<file path="config.mk">
export PLATFORM = sky130hd
export DESIGN_NAME = tx_frontend_fscal_regs
export DESIGN_NICKNAME = d
export VERILOG_FILES = /design/src/pkg/tx_frontend_pkg.sv /design/src/core/pa_ramp_sequencer.sv /design/src/core/cal_hop_tracker.sv /design/src/core/tx_frontend_fscal_regs.sv
export SDC_FILE = /design/constraint.sdc
export NUM_CORES = 1
export LEC_CHECK = 0
export ABC_AREA = 0
export BUFFER_PORTS_ARGS = -buffer_cell sky130_fd_sc_hd__buf_2
export CAP_MARGIN = 20
export CORE_MARGIN = 8
export CORE_UTILIZATION = 38
export CTS_BUF_LIST = sky130_fd_sc_hd__clkbuf_4
export DETAILED_ROUTE_END_ITERATION = 7
export GPL_ROUTABILITY_DRIVEN = 0
export PLACE_DENSITY = 0.65
export SLEW_MARGIN = 20
export SYNTH_ARGS = -nofsm -noshare
export SYNTH_HDL_FRONTEND = slang
export SYNTH_SLANG_ARGS = --single-unit
</file>
<file path="constraint.sdc">
create_clock -name hclk -period 6.1 [get_ports hclk]
set_input_delay 0.305 -clock hclk [delete_from_list [all_inputs] [get_ports hclk]]
set_output_delay 0.305 -clock hclk [all_outputs]
set_load 0.02 [all_outputs]
</file>
<file path="src/pkg/tx_frontend_pkg.sv">
// constants, register map and state types for the tx front-end register bank
// Functional notes
// - power index selects one of eight table entries
// - ask one symbols use the selected entry
// - ask zero symbols use entry zero
// - step entries zero to index for ramping
// - lo buffer current field bits 5:4, reset 01
// - calibration config register, result loaded, reset a9
// - mid and low results six bits, read/write
// - host-written calibration values replace new calibration
// - calibration control five bits, reset 0d
// - writing bf enables temperature sensor in idle
package tx_frontend_pkg;

  localparam int num_regs = 9;

  typedef logic [5:0] reg_index_t;
  typedef logic [7:0] reg_byte_t;

  // entry numbers inside the register array
  localparam int ent_front_end = 0;
  localparam int ent_cal_config = 1;
  localparam int ent_cal_mid = 2;
  localparam int ent_cal_low = 3;
  localparam int ent_cal_control = 4;
  localparam int ent_synth_test = 5;
  localparam int ent_prod_test = 6;
  localparam int ent_test_high = 7;
  localparam int ent_test_mid = 8;

  // register indices; byte address is four times the index
  localparam reg_index_t reg_index_tbl [0:8] = '{
    6'h22, 6'h23, 6'h24, 6'h25, 6'h26, 6'h29, 6'h2a, 6'h2c, 6'h2d};
  localparam reg_byte_t reg_reset_tbl [0:8] = '{
    8'h10, 8'ha9, 8'h0a, 8'h20, 8'h0d, 8'h57, 8'h7f, 8'h88, 8'h21};
  // writable bits; everything else is reserved and reads zero
  localparam reg_byte_t reg_mask_tbl [0:8] = '{
    8'h37, 8'hff, 8'h3f, 8'h3f, 8'h1f, 8'hff, 8'hff, 8'hff, 8'hff};

  // field positions
  localparam int lo_buf_msb = 5;
  localparam int lo_buf_lsb = 4;
  localparam int power_index_msb = 2;
  localparam int cal_result_msb = 5;
  localparam int cal_ctrl_msb = 4;

  localparam reg_byte_t temp_sensor_code = 8'hbf;
  localparam reg_byte_t prod_test_default = 8'h7f;

  // ahb-lite address decode
  localparam int addr_index_lsb = 2;
  localparam int addr_index_msb = 7;
  localparam logic [23:0] addr_upper_zero = 24'h000000;
  localparam logic [1:0] addr_align_zero = 2'h0;
  localparam logic [31:0] rdata_zero = 32'h00000000;
  localparam logic [23:0] rdata_pad = 24'h000000;

  // power ramp step time
  localparam int clk_period_ns = 50;
  localparam int ramp_step_time_ns = 200;
  localparam int ramp_step_cycles =
    (ramp_step_time_ns + clk_period_ns - 1) / clk_period_ns;
  localparam logic [7:0] ramp_step_last = 8'(ramp_step_cycles - 1);

  typedef enum logic [1:0] {
    bus_addr = 2'b01,
    bus_data = 2'b10
  } bus_state_t;

  typedef enum logic [2:0] {
    ramp_hold = 3'b001,
    ramp_up   = 3'b010,
    ramp_down = 3'b100
  } ramp_state_t;

endpackage

</file>
<file path="src/core/pa_ramp_sequencer.sv">
// steps the power table entry toward the wanted one, one entry per step
`timescale 1ns/10ps
`default_nettype none
module pa_ramp_sequencer (
  // clock and reset
  input  wire logic       hclk,
  input  wire logic       hresetn,
  // radio side
  input  wire logic       tx_active,
  input  wire logic       ask_mode,
  input  wire logic       tx_symbol,
  input  wire logic [2:0] power_table_index,
  // amplifier side
  output logic      [2:0] table_entry,
  output logic            ramp_busy
);

  tx_frontend_pkg::ramp_state_t state_reg;
  tx_frontend_pkg::ramp_state_t state_next;
  logic [2:0] entry_reg;
  logic [2:0] entry_next;
  logic [2:0] target;
  logic [7:0] step_cnt_reg;
  logic [7:0] step_cnt_next;
  logic       busy_reg;
  logic       busy_next;

  always_comb begin
    target = 3'h0;
    if (tx_active) begin
      if (ask_mode && !tx_symbol) begin
        target = 3'h0;
      end else begin
        target = power_table_index;
      end
    end
    entry_next = entry_reg;
    step_cnt_next = 8'h00;
    // one entry per step so ask edges and tx start/end are shaped
    case (state_reg)
      tx_frontend_pkg::ramp_up,
      tx_frontend_pkg::ramp_down: begin
        if (step_cnt_reg == tx_frontend_pkg::ramp_step_last) begin
          // only step while the target still lies that way, no overshoot
          if (state_reg == tx_frontend_pkg::ramp_up) begin
            if (target > entry_reg) begin
              entry_next = entry_reg + 3'h1;
            end
          end else if (target < entry_reg) begin
            entry_next = entry_reg - 3'h1;
          end
        end else begin
          step_cnt_next = step_cnt_reg + 8'h01;
        end
      end
      default: begin
        step_cnt_next = 8'h00;
      end
    endcase
    if (target > entry_next) begin
      state_next = tx_frontend_pkg::ramp_up;
    end else if (target < entry_next) begin
      state_next = tx_frontend_pkg::ramp_down;
    end else begin
      state_next = tx_frontend_pkg::ramp_hold;
    end
    if (entry_next != entry_reg) begin
      step_cnt_next = 8'h00;
    end
    busy_next = (target != entry_next);
  end

  always_ff @(posedge hclk or negedge hresetn) begin
    if (!hresetn) begin
      state_reg <= tx_frontend_pkg::ramp_hold;
      entry_reg <= 3'h0;
      step_cnt_reg <= 8'h00;
      busy_reg <= 1'b0;
    end else begin
      state_reg <= state_next;
      entry_reg <= entry_next;
      step_cnt_reg <= step_cnt_next;
      busy_reg <= busy_next;
    end
  end

  assign table_entry = entry_reg;
  assign ramp_busy = busy_reg;

endmodule
`default_nettype wire

</file>
<file path="src/core/cal_hop_tracker.sv">
// decides whether a calibration request runs or reuses host-written values
`timescale 1ns/10ps
`default_nettype none
module cal_hop_tracker (
  // clock and reset
  input  wire logic hclk,
  input  wire logic hresetn,
  // events
  input  wire logic host_cal_write,
  input  wire logic cal_result_valid,
  input  wire logic cal_start_request,
  // decisions
  output logic      host_cal_loaded,
  output logic      cal_start,
  output logic      cal_skipped
);

  logic loaded_reg;
  logic loaded_next;
  logic start_reg;
  logic start_next;
  logic skipped_reg;
  logic skipped_next;

  always_comb begin
    // a host write in the same cycle as a result wins
    if (host_cal_write) begin
      loaded_next = 1'b1;
    end else if (cal_result_valid) begin
      loaded_next = 1'b0;
    end else begin
      loaded_next = loaded_reg;
    end
    start_next = cal_start_request && !loaded_reg;
    skipped_next = cal_start_request && loaded_reg;
  end

  always_ff @(posedge hclk or negedge hresetn) begin
    if (!hresetn) begin
      loaded_reg <= 1'b0;
      start_reg <= 1'b0;
      skipped_reg <= 1'b0;
    end else begin
      loaded_reg <= loaded_next;
      start_reg <= start_next;
      skipped_reg <= skipped_next;
    end
  end

  assign host_cal_loaded = loaded_reg;
  assign cal_start = start_reg;
  assign cal_skipped = skipped_reg;

endmodule
`default_nettype wire

</file>
<file path="src/core/tx_frontend_fscal_regs.sv">
// tx front-end and synthesizer calibration register bank, ahb-lite slave
`timescale 1ns/10ps
`default_nettype none
module tx_frontend_fscal_regs (
  // clock and reset
  input  wire logic        hclk,
  input  wire logic        hresetn,
  // ahb-lite slave
  input  wire logic        hsel,
  input  wire logic [31:0] haddr,
  input  wire logic [1:0]  htrans,
  input  wire logic        hwrite,
  input  wire logic [2:0]  hsize,
  input  wire logic [31:0] hwdata,
  input  wire logic        hready,
  output logic      [31:0] hrdata,
  output logic             hreadyout,
  output logic             hresp,
  // radio control side
  input  wire logic        tx_active,
  input  wire logic        ask_mode,
  input  wire logic        tx_symbol,
  input  wire logic        radio_idle,
  // calibration engine side
  input  wire logic        cal_start_request,
  input  wire logic        cal_result_valid,
  input  wire logic [7:0]  cal_result_config,
  input  wire logic [5:0]  cal_result_mid,
  input  wire logic [5:0]  cal_result_low,
  output logic             cal_start,
  output logic             cal_skipped,
  output logic             host_cal_loaded,
  // analog settings
  output logic      [1:0]  lo_buffer_current,
  output logic      [2:0]  pa_table_entry,
  output logic             pa_ramp_busy,
  output logic      [7:0]  synth_cal_config_value,
  output logic      [5:0]  synth_cal_mid_value,
  output logic      [5:0]  synth_cal_low_value,
  output logic      [4:0]  synth_cal_control_value,
  output logic      [7:0]  synth_test_value,
  output logic      [7:0]  production_test_value,
  output logic      [7:0]  misc_test_high_value,
  output logic      [7:0]  misc_test_mid_value,
  output logic             temp_sensor_enable
);

  localparam int n = tx_frontend_pkg::num_regs;

  // bus state
  tx_frontend_pkg::bus_state_t state_reg;
  tx_frontend_pkg::bus_state_t state_next;
  tx_frontend_pkg::reg_index_t addr_index_reg;
  tx_frontend_pkg::reg_index_t addr_index_next;
  logic        write_reg;
  logic        write_next;
  logic        mapped_reg;
  logic        mapped_next;
  logic        hreadyout_reg;
  logic        hreadyout_next;
  logic [31:0] hrdata_reg;
  logic [31:0] hrdata_next;
  logic        hresp_reg;
  logic        hresp_next;

  // decode helpers
  tx_frontend_pkg::reg_index_t req_index;
  logic        req_mapped;
  logic        accept;
  logic        wr_en;
  logic [7:0]  rd_value;
  logic        host_cal_write;
  logic        req_hit  [0:n-1];
  logic        sel_hit  [0:n-1];
  logic        wr_hit   [0:n-1];
  logic [7:0]  rd_part  [0:n-1];

  // register array
  logic [7:0]  reg_q    [0:n-1];
  logic [7:0]  reg_d    [0:n-1];
  logic        hw_load  [0:n-1];
  logic [7:0]  hw_value [0:n-1];

  // temperature sensor
  logic        temp_reg;
  logic        temp_next;

  assign req_index = haddr[tx_frontend_pkg::addr_index_msb:
                           tx_frontend_pkg::addr_index_lsb];

  always_comb begin
    req_mapped = 1'b0;
    for (int i = 0; i < n; i++) begin
      if (req_hit[i]) begin
        req_mapped = 1'b1;
      end
    end
    // any address outside the word-aligned map is unmapped
    if (haddr[31:8] != tx_frontend_pkg::addr_upper_zero ||
        haddr[1:0] != tx_frontend_pkg::addr_align_zero) begin
      req_mapped = 1'b0;
    end
  end

  // hsize is not decoded: every access acts on the whole word
  assign accept = hsel && hready && htrans[1] &&
                  (state_reg == tx_frontend_pkg::bus_addr);

  // registered read data costs one wait state on every transfer
  always_comb begin
    state_next = state_reg;
    addr_index_next = addr_index_reg;
    write_next = write_reg;
    mapped_next = mapped_reg;
    hreadyout_next = hreadyout_reg;
    hrdata_next = hrdata_reg;
    hresp_next = 1'b0;
    case (state_reg)
      tx_frontend_pkg::bus_addr: begin
        if (accept) begin
          state_next = tx_frontend_pkg::bus_data;
          addr_index_next = req_index;
          write_next = hwrite;
          mapped_next = req_mapped;
          hreadyout_next = 1'b0;
        end
      end
      tx_frontend_pkg::bus_data: begin
        state_next = tx_frontend_pkg::bus_addr;
        hreadyout_next = 1'b1;
        if (!write_reg && mapped_reg) begin
          hrdata_next = {tx_frontend_pkg::rdata_pad, rd_value};
        end else begin
          hrdata_next = tx_frontend_pkg::rdata_zero;
        end
      end
      default: begin
        // a lost state falls back to the address phase with ready high
        state_next = tx_frontend_pkg::bus_addr;
        hreadyout_next = 1'b1;
      end
    endcase
  end

  always_ff @(posedge hclk or negedge hresetn) begin
    if (!hresetn) begin
      state_reg <= tx_frontend_pkg::bus_addr;
      addr_index_reg <= 6'h00;
      write_reg <= 1'b0;
      mapped_reg <= 1'b0;
      hreadyout_reg <= 1'b1;
      hrdata_reg <= 32'h00000000;
      hresp_reg <= 1'b0;
    end else begin
      state_reg <= state_next;
      addr_index_reg <= addr_index_next;
      write_reg <= write_next;
      mapped_reg <= mapped_next;
      hreadyout_reg <= hreadyout_next;
      hrdata_reg <= hrdata_next;
      hresp_reg <= hresp_next;
    end
  end

  // writes land at the end of the data phase, with hwdata stable
  assign wr_en = (state_reg == tx_frontend_pkg::bus_data) &&
                 write_reg && mapped_reg;

  // read back; stored values already hold zero in reserved bits
  always_comb begin
    rd_value = 8'h00;
    for (int i = 0; i < n; i++) begin
      if (sel_hit[i]) begin
        rd_value = rd_part[i];
      end
    end
  end

  assign host_cal_write = wr_en && (
    addr_index_reg ==
      tx_frontend_pkg::reg_index_tbl[tx_frontend_pkg::ent_cal_config] ||
    addr_index_reg ==
      tx_frontend_pkg::reg_index_tbl[tx_frontend_pkg::ent_cal_mid] ||
    addr_index_reg ==
      tx_frontend_pkg::reg_index_tbl[tx_frontend_pkg::ent_cal_low]);

  // calibration results reload the three hop registers
  always_comb begin
    for (int i = 0; i < n; i++) begin
      hw_load[i] = 1'b0;
      hw_value[i] = 8'h00;
    end
    hw_load[tx_frontend_pkg::ent_cal_config] = cal_result_valid;
    hw_value[tx_frontend_pkg::ent_cal_config] = cal_result_config;
    hw_load[tx_frontend_pkg::ent_cal_mid] = cal_result_valid;
    // the zero pad keeps the reserved top bits of mid and low clear
    hw_value[tx_frontend_pkg::ent_cal_mid] = {2'h0, cal_result_mid};
    hw_load[tx_frontend_pkg::ent_cal_low] = cal_result_valid;
    hw_value[tx_frontend_pkg::ent_cal_low] = {2'h0, cal_result_low};
  end

  // test registers stay writable; keeping off them is up to software
  genvar g;
  generate
    for (g = 0; g < n; g++) begin : gen_reg
      // one hit per entry, for the address phase and the data phase
      always_comb begin
        req_hit[g] = (req_index == tx_frontend_pkg::reg_index_tbl[g]);
        sel_hit[g] = (addr_index_reg == tx_frontend_pkg::reg_index_tbl[g]);
        wr_hit[g] = wr_en && sel_hit[g];
        rd_part[g] = reg_q[g] & tx_frontend_pkg::reg_mask_tbl[g];
      end

      always_comb begin
        // a host write beats a calibration result in the same cycle
        if (wr_hit[g]) begin
          reg_d[g] = hwdata[7:0] & tx_frontend_pkg::reg_mask_tbl[g];
        end else if (hw_load[g]) begin
          reg_d[g] = hw_value[g] & tx_frontend_pkg::reg_mask_tbl[g];
        end else begin
          reg_d[g] = reg_q[g];
        end
      end

      always_ff @(posedge hclk or negedge hresetn) begin
        if (!hresetn) begin
          reg_q[g] <= tx_frontend_pkg::reg_reset_tbl[g];
        end else begin
          reg_q[g] <= reg_d[g];
        end
      end
    end
  endgenerate

  // sensor only in idle, so a forgotten restore cannot leak into tx
  always_comb begin
    temp_next = radio_idle && (reg_q[tx_frontend_pkg::ent_prod_test] ==
                               tx_frontend_pkg::temp_sensor_code);
  end

  always_ff @(posedge hclk or negedge hresetn) begin
    if (!hresetn) begin
      temp_reg <= 1'b0;
    end else begin
      temp_reg <= temp_next;
    end
  end

  // the sequencer only sees the three index bits, never the reserved bit
  pa_ramp_sequencer u_ramp (
    .hclk              (hclk),
    .hresetn           (hresetn),
    .tx_active         (tx_active),
    .ask_mode          (ask_mode),
    .tx_symbol         (tx_symbol),
    .power_table_index (reg_q[tx_frontend_pkg::ent_front_end]
                         [tx_frontend_pkg::power_index_msb:0]),
    .table_entry       (pa_table_entry),
    .ramp_busy         (pa_ramp_busy)
  );

  cal_hop_tracker u_hop (
    .hclk              (hclk),
    .hresetn           (hresetn),
    .host_cal_write    (host_cal_write),
    .cal_result_valid  (cal_result_valid),
    .cal_start_request (cal_start_request),
    .host_cal_loaded   (host_cal_loaded),
    .cal_start         (cal_start),
    .cal_skipped       (cal_skipped)
  );

  // bus outputs
  assign hrdata = hrdata_reg;
  assign hreadyout = hreadyout_reg;
  assign hresp = hresp_reg;

  // analog settings straight from the register flops
  assign lo_buffer_current = reg_q[tx_frontend_pkg::ent_front_end]
    [tx_frontend_pkg::lo_buf_msb:tx_frontend_pkg::lo_buf_lsb];
  assign synth_cal_config_value = reg_q[tx_frontend_pkg::ent_cal_config];
  assign synth_cal_mid_value = reg_q[tx_frontend_pkg::ent_cal_mid]
    [tx_frontend_pkg::cal_result_msb:0];
  assign synth_cal_low_value = reg_q[tx_frontend_pkg::ent_cal_low]
    [tx_frontend_pkg::cal_result_msb:0];
  assign synth_cal_control_value = reg_q[tx_frontend_pkg::ent_cal_control]
    [tx_frontend_pkg::cal_ctrl_msb:0];
  assign synth_test_value = reg_q[tx_frontend_pkg::ent_synth_test];
  assign production_test_value = reg_q[tx_frontend_pkg::ent_prod_test];
  assign misc_test_high_value = reg_q[tx_frontend_pkg::ent_test_high];
  assign misc_test_mid_value = reg_q[tx_frontend_pkg::ent_test_mid];
  assign temp_sensor_enable = temp_reg;

endmodule
`default_nettype wire

</file>
; ---- Word level (Yosys, flattened, before mapping)
; Index checks and enable logic that the tools add are counted.
[classes]
n_addsub = 3
eq_ne = 27
n_reduce_logical = 34
muxes = 44
n_lt_le_gt_ge = 4
[op_table]
columns = operator, n
row1 = $mux W8, 14
row2 = $eq A6 B6 Y1 const B, 18
row3 = $mux W6, 5
row4 = $mux W3, 9
row5 = $reduce_bool A24 Y1, 1
row6 = $logic_and A1 B1 Y1, 20
row7 = $mux W1, 14
row8 = $reduce_bool A2 Y1, 5
row9 = $add A8 B1 Y8 const B, 1
row10 = $eq A8 B2 Y1 const B, 1
row11 = $eq A8 B8 Y1 const B, 1
row12 = $gt A3 B3 Y1, 2
row13 = $lt A3 B3 Y1, 2
row14 = $ne A3 B3 Y1, 2
row15 = $mux W2, 2
row16 = $add A3 B1 Y3 const B, 1
row17 = $eq A3 B2 Y1 const B, 1
row18 = $eq A3 B3 Y1 const B, 1
row19 = $logic_not A1 Y1, 3
row20 = $logic_or A1 B1 Y1, 3
row21 = $sub A3 B1 Y3 const B, 1
row22 = $eq A2 B1 Y1 const B, 1
row23 = $eq A2 B2 Y1 const B, 1
row24 = $ne A2 B2 Y1 const B, 1
row25 = 2 further kinds, 2
[word_totals]
elab_cells = 135
in_bits = 100
regBits = 124
output_inout_bits = 101

; ---- Logic depth before layout (Yosys ltp)
[logic_depth]
word_depth = 12
depth_mapped = 15
depth_no_buf = 14

; ---- By module
; Synthesis repeated with hierarchy kept, for this count alone.
[hier_totals]
cells_unflattened = 553
hier_area_um2 = 5706.7
[by_module_without_submodules]
columns = mod, seq_area_each_um2, n_inst, area_each_um2, cells_per_inst
row1 = tx_frontend_fscal_regs, 2062.0, 1, 4669.5, 453
row2 = pa_ramp_sequencer, 376.6, 1, 938.4, 93
row3 = cal_hop_tracker, 75.1, 1, 98.8, 7

; ---- Worst setup path before layout
; No wires, ideal clock.
[synth_timing]
path_type = in2reg
startpoint = input port tx_symbol
endpoint = register u_ramp.state_reg[1]
t_arrival_ns = 2.748
path_buffers = 1
setup_time_ns = 0.071
cell_stages = 13
slack_ns = 3.282
t_required_ns = 6.029
path_cell_list = inv_1 a21boi_0 and2_1 clkbuf_1 ha_1 and3b_1 nor3_1 o21ai_0 nor2_1 xnor2_1 ha_1 or4b_1 nand4_1
[synth_via]
elab_chain_len = 11
word_cells_on_any_way = 13
cone_classes = order compare (3) / mux (8) / reduce/logical (2)
[synth_lines]
columns = element, line_no
row1 = "start, declared", tx_frontend_fscal_regs.sv:22  ; input wire logic tx_symbol,
row2 = $logic_not A1 Y1 (*), pa_ramp_sequencer.sv:31  ; if (ask_mode && !tx_symbol) begin
row3 = $logic_and A1 B1 Y1 (*), pa_ramp_sequencer.sv:31
row4 = $mux W3 (*), pa_ramp_sequencer.sv:31
row5 = $mux W3 (*), pa_ramp_sequencer.sv:30  ; if (tx_active) begin
row6 = $lt A3 B3 Y1 or $gt A3 B3 Y1 (tied branches), "pa_ramp_sequencer.sv:49, pa_ramp_sequencer.sv:46"
row7 = $mux W3 (on tied branches), "pa_ramp_sequencer.sv:49, pa_ramp_sequencer.sv:46"
row8 = $mux W3, pa_ramp_sequencer.sv:45  ; if (state_reg == tx_frontend_pkg::ramp_up) begin
row9 = $mux W3, pa_ramp_sequencer.sv:43  ; if (step_cnt_reg == tx_frontend_pkg::ramp_step_last) begin
row10 = $mux W3, pa_ramp_sequencer.sv:40  ; case (state_reg)
row11 = $gt A3 B3 Y1 (*), pa_ramp_sequencer.sv:60  ; if (target > entry_next) begin
row12 = $mux W3 (*), pa_ramp_sequencer.sv:60
row13 = via u_ramp.state_next[1], pa_ramp_sequencer.sv:19  ; tx_frontend_pkg::ramp_state_t state_next;
row14 = "end signal, assigned", pa_ramp_sequencer.sv:75  ; state_reg <= tx_frontend_pkg::ramp_hold;
row15 = "end signal, assigned", pa_ramp_sequencer.sv:80  ; state_reg <= state_next;
row16 = "end, declared", pa_ramp_sequencer.sv:18  ; tx_frontend_pkg::ramp_state_t state_reg;
; Mark *: on every way through the listed nets, which the timed path passes. The rest lies on a longest branch.
; A chain may end at the register's enable or synchronous reset.

; ---- Worst setup path in the final report
[layout_timing]
startpoint = register reg_q (netlist bit rd_part[65])
endpoint = register u_ramp.state_reg[1]
[layout_via]
elab_chain_len = 9
word_cells_on_any_way = 11
cone_classes = order compare (3) / mux (8)
[layout_lines]
columns = element, line_no
row1 = "start, declared", tx_frontend_fscal_regs.sv:79  ; logic [7:0] reg_q [0:n-1];
row2 = "start signal, assigned by index", tx_frontend_fscal_regs.sv:227  ; reg_q[g] <= tx_frontend_pkg::reg_reset_tbl[g];
row3 = "start signal, assigned by index", tx_frontend_fscal_regs.sv:229  ; reg_q[g] <= reg_d[g];
row4 = $mux W3 (*), pa_ramp_sequencer.sv:31
row5 = $mux W3 (*), pa_ramp_sequencer.sv:30
row6 = $lt A3 B3 Y1 or $gt A3 B3 Y1 (tied branches), "pa_ramp_sequencer.sv:49, pa_ramp_sequencer.sv:46"
row7 = $mux W3 (on tied branches), "pa_ramp_sequencer.sv:49, pa_ramp_sequencer.sv:46"
row8 = $mux W3, pa_ramp_sequencer.sv:45
row9 = $mux W3, pa_ramp_sequencer.sv:43
row10 = $mux W3, pa_ramp_sequencer.sv:40
row11 = $gt A3 B3 Y1 (*), pa_ramp_sequencer.sv:60
row12 = $mux W3 (*), pa_ramp_sequencer.sv:60
row13 = via u_ramp.state_next[1], pa_ramp_sequencer.sv:19
; Marks and branches as above.

==> reports/metrics.cfg <==
[run_status]
status=finished, final reports clean

[setup_path]
worstSetupPathType=reg -> reg
max_stage_delay_ps=470
cp_slowest_cell=or4b_1
crit_top_cell=nor2_1
startpoint=rd_part[65]$_DFFE_PN0P_
cp.required_ps=6530
rr_startpoint=rd_part[65]$_DFFE_PN0P_
crit_chain=and2_1, ha_1, and3b_1, nor2_1, nor2_1, o21ai_0, nor2_1, xnor2_1, ha_1, or4b_1, nand4_1
critPathTopFamily=simple AND/OR/NAND/NOR gates
cp-end-kind=flop
startpoint_type=flop
critPathMaxFanout=8
crit_arrival_ps=3390
cp_num_buf_inv=0

[final_layout]
seq_area_um2=2510
num-fill-cells=1472
drive_above_1_share_pct=38.6
final_nets=756
multi_input_area_um2=2530
fin_area_um2=6310
n_antenna_cell=0
area_growth_syn_to_layout_pct=10.1

[clock_network]
clock_path_buffers=2
post_cts_buffers=0
clock-sinks=99
path_clk_slew_ps=170
cts_max_level=3
clk_latency_ps=490
cts_buffers=9
ctsRootBufferMaster=clkbuf_4
cts_tree=done

[floorplan]
fp.dieW_um=139
num_rows=45
coreArea_um2=15000
top_level_ports=201
dieArea_um2=19300
die_h_um=139
start_util_pct=38.3

[global_route]
grt_pass1_vias=4788
gr-usage-all-layers_pct=16.5
grt_pass1_wl_um=25700
grt.overflow.total=0
antenna_found_initial=0
grt_start_max_net_pins=57

[synth]
async_reset_ff_share_pct=100
synth.cell_area_um2=5730
syn_inst=561
synth_warnings=0
synth_edf_count=0
seq_area_frac_synth_pct=43.9
synth-main-ff-cell=dfrtp_1
ys_types=64
synth_area_per_cell_um2=10.2
yosys_register_bits=99

[place]
io_buffer_count=147
hpwl_um=12100
placed_cell_area_um2=6090

[min_path]
hp-start=hwdata[7]
hp-class=in -> reg

[detailed_routing]
postRouteWirelength_um=15600
drtIter0Drc=196
drt_pass1_iterations=4
vias_per_cell=5.12
wl_per_cell_um=18.5
ant_nets=0
drc_errors=0
routed-via-count=4308

[sta]
setup_viol=0
skew_ps=28.2
slew_headroom_pct=37.7
maxSlewViolCount=0
period_needed_ps=2960
grt_setup_unrepaired=false
final_hold_viol_count=0
tns_ps=0
hold-worst-slack_ps=66.3
worst_pin_slew_ps=928
fin_crit_sh_pct=48.6
fmax_mhz=338

[run]
drv_cap=0

[pwr]
p_total_mw=1.58
max-vdd-ir-drop_mv=0.146
powerDensity_nw_per_um2=251
p_leak_nw=3.01

[cell type report]
type	count	area share [%]
clock buffer	11	1.31
clock inverter	5	0.952
inverter	11	0.655
multi-input combinational	368	40.1
sequential	99	39.8
tap	188	3.73
timing repair buffer	159	13.4
[kinds of logic after synthesis]
group	Yosys count	synth area share [%]
fa+ha+maj	8	1.75
other cells	1	0.0654
xor+xnor	10	1.53
mux	68	13.1
buf+inv	118	13.6
compound gates	98	11.0
simple gates	159	15.1
flops	99	43.9
[timing repair]
item,CTS,global route
hold buffers,8,0
hold endpoints to repair,40,0
gates resized for setup,0,0
setup endpoints to repair,0,0
[Yosys cell counts (6+ instances only)]
cell	instances	area, µm²
nor2b_1	6	37.5
a21oi_1	23	115
ha_1	8	100
a22oi_1	11	82.6
inv_1	9	33.8
dfstp_2	29	762
o21ai_0	33	165
dfrtp_1	70	1750
mux2_2	37	417
clkbuf_1	13	48.8
mux2i_1	26	260
nor3_1	7	35.0
buf_4	86	646
nor2_1	30	113
nand2_1	52	195
nor4_1	8	50.1
nand2b_1	9	56.3
nand3_1	8	40.0
o221ai_1	10	87.6
[cells in the final DEF, fill, tap and decap left out, types with 9 or more instances in the layout]
| cell | n |
|---|---|
| buf_2 | 146 |
| dfrtp_1 | 70 |
| nand2_1 | 52 |
| mux2_2 | 37 |
| o21ai_0 | 33 |
| nor2_1 | 30 |
| dfstp_2 | 29 |
| mux2i_1 | 26 |
| conb_1 | 25 |
| a21oi_1 | 23 |
| a22oi_1 | 11 |
| clkbuf_4 | 11 |
| o221ai_1 | 10 |
| inv_1 | 9 |
| nand2b_1 | 9 |
[metrics by stage]
step / util (%) / cells / setup slack (ps)
global route: 42.1 / 841 / 2930
detailed placement: 40.6 / 817 / 2820
floorplan: - / 585 / 3280
global placement: 40.6 / 817 / 3050
finish: 42.1 / 841 / 3140
CTS: 42.1 / 841 / 3200
[where the power goes]
part | internal, mW | leakage, nW | total [mW] | switching (mW)
Sequential | 0.718 | 1.21 | 0.779 | 0.0617
Clock | 0.137 | 0.0779 | 0.366 | 0.230
Combinational | 0.168 | 1.72 | 0.439 | 0.271
Total | 1.02 | 3.01 | 1.58 | 0.563
[routing by layer]
layer  share of wire, %  track usage (%)  vias up
met2                 48             27.2      145
met3                8.0             5.75       15
met1                 43             20.2     2101
met5                  0                0        -
met4                1.4             4.51        0
li1                   -                -     2047
[final timing paths]
kind                                                         end  slack (ps)  depth (start not counted)
max                                u_ramp.state_reg[1]$_DFF_PN0_        3140                         11
min                        synth_cal_config_value[7]$_DFFE_PN1P_          70                          3
max reg2reg                        u_ramp.state_reg[1]$_DFF_PN0_        3140                         11
min reg2reg                     u_ramp.step_cnt_reg[0]$_DFF_PN0_         490                          1
max in group asynchronous     misc_test_mid_value[3]$_DFFE_PN0P_        4620                          3
min in group asynchronous        u_ramp.table_entry[2]$_DFF_PN0_         340                          2
[worst register-to-register path, cell delays in order (launching register included)]
cell     delay [ps]
dfrtp_1         420
and2_1          220
ha_1            310
and3b_1         180
nor2_1          150
nor2_1           90
o21ai_0         380
nor2_1          160
xnor2_1         180
ha_1            240
or4b_1          470
nand4_1         110
No activity file was read; power rests on OpenSTA's default activity.
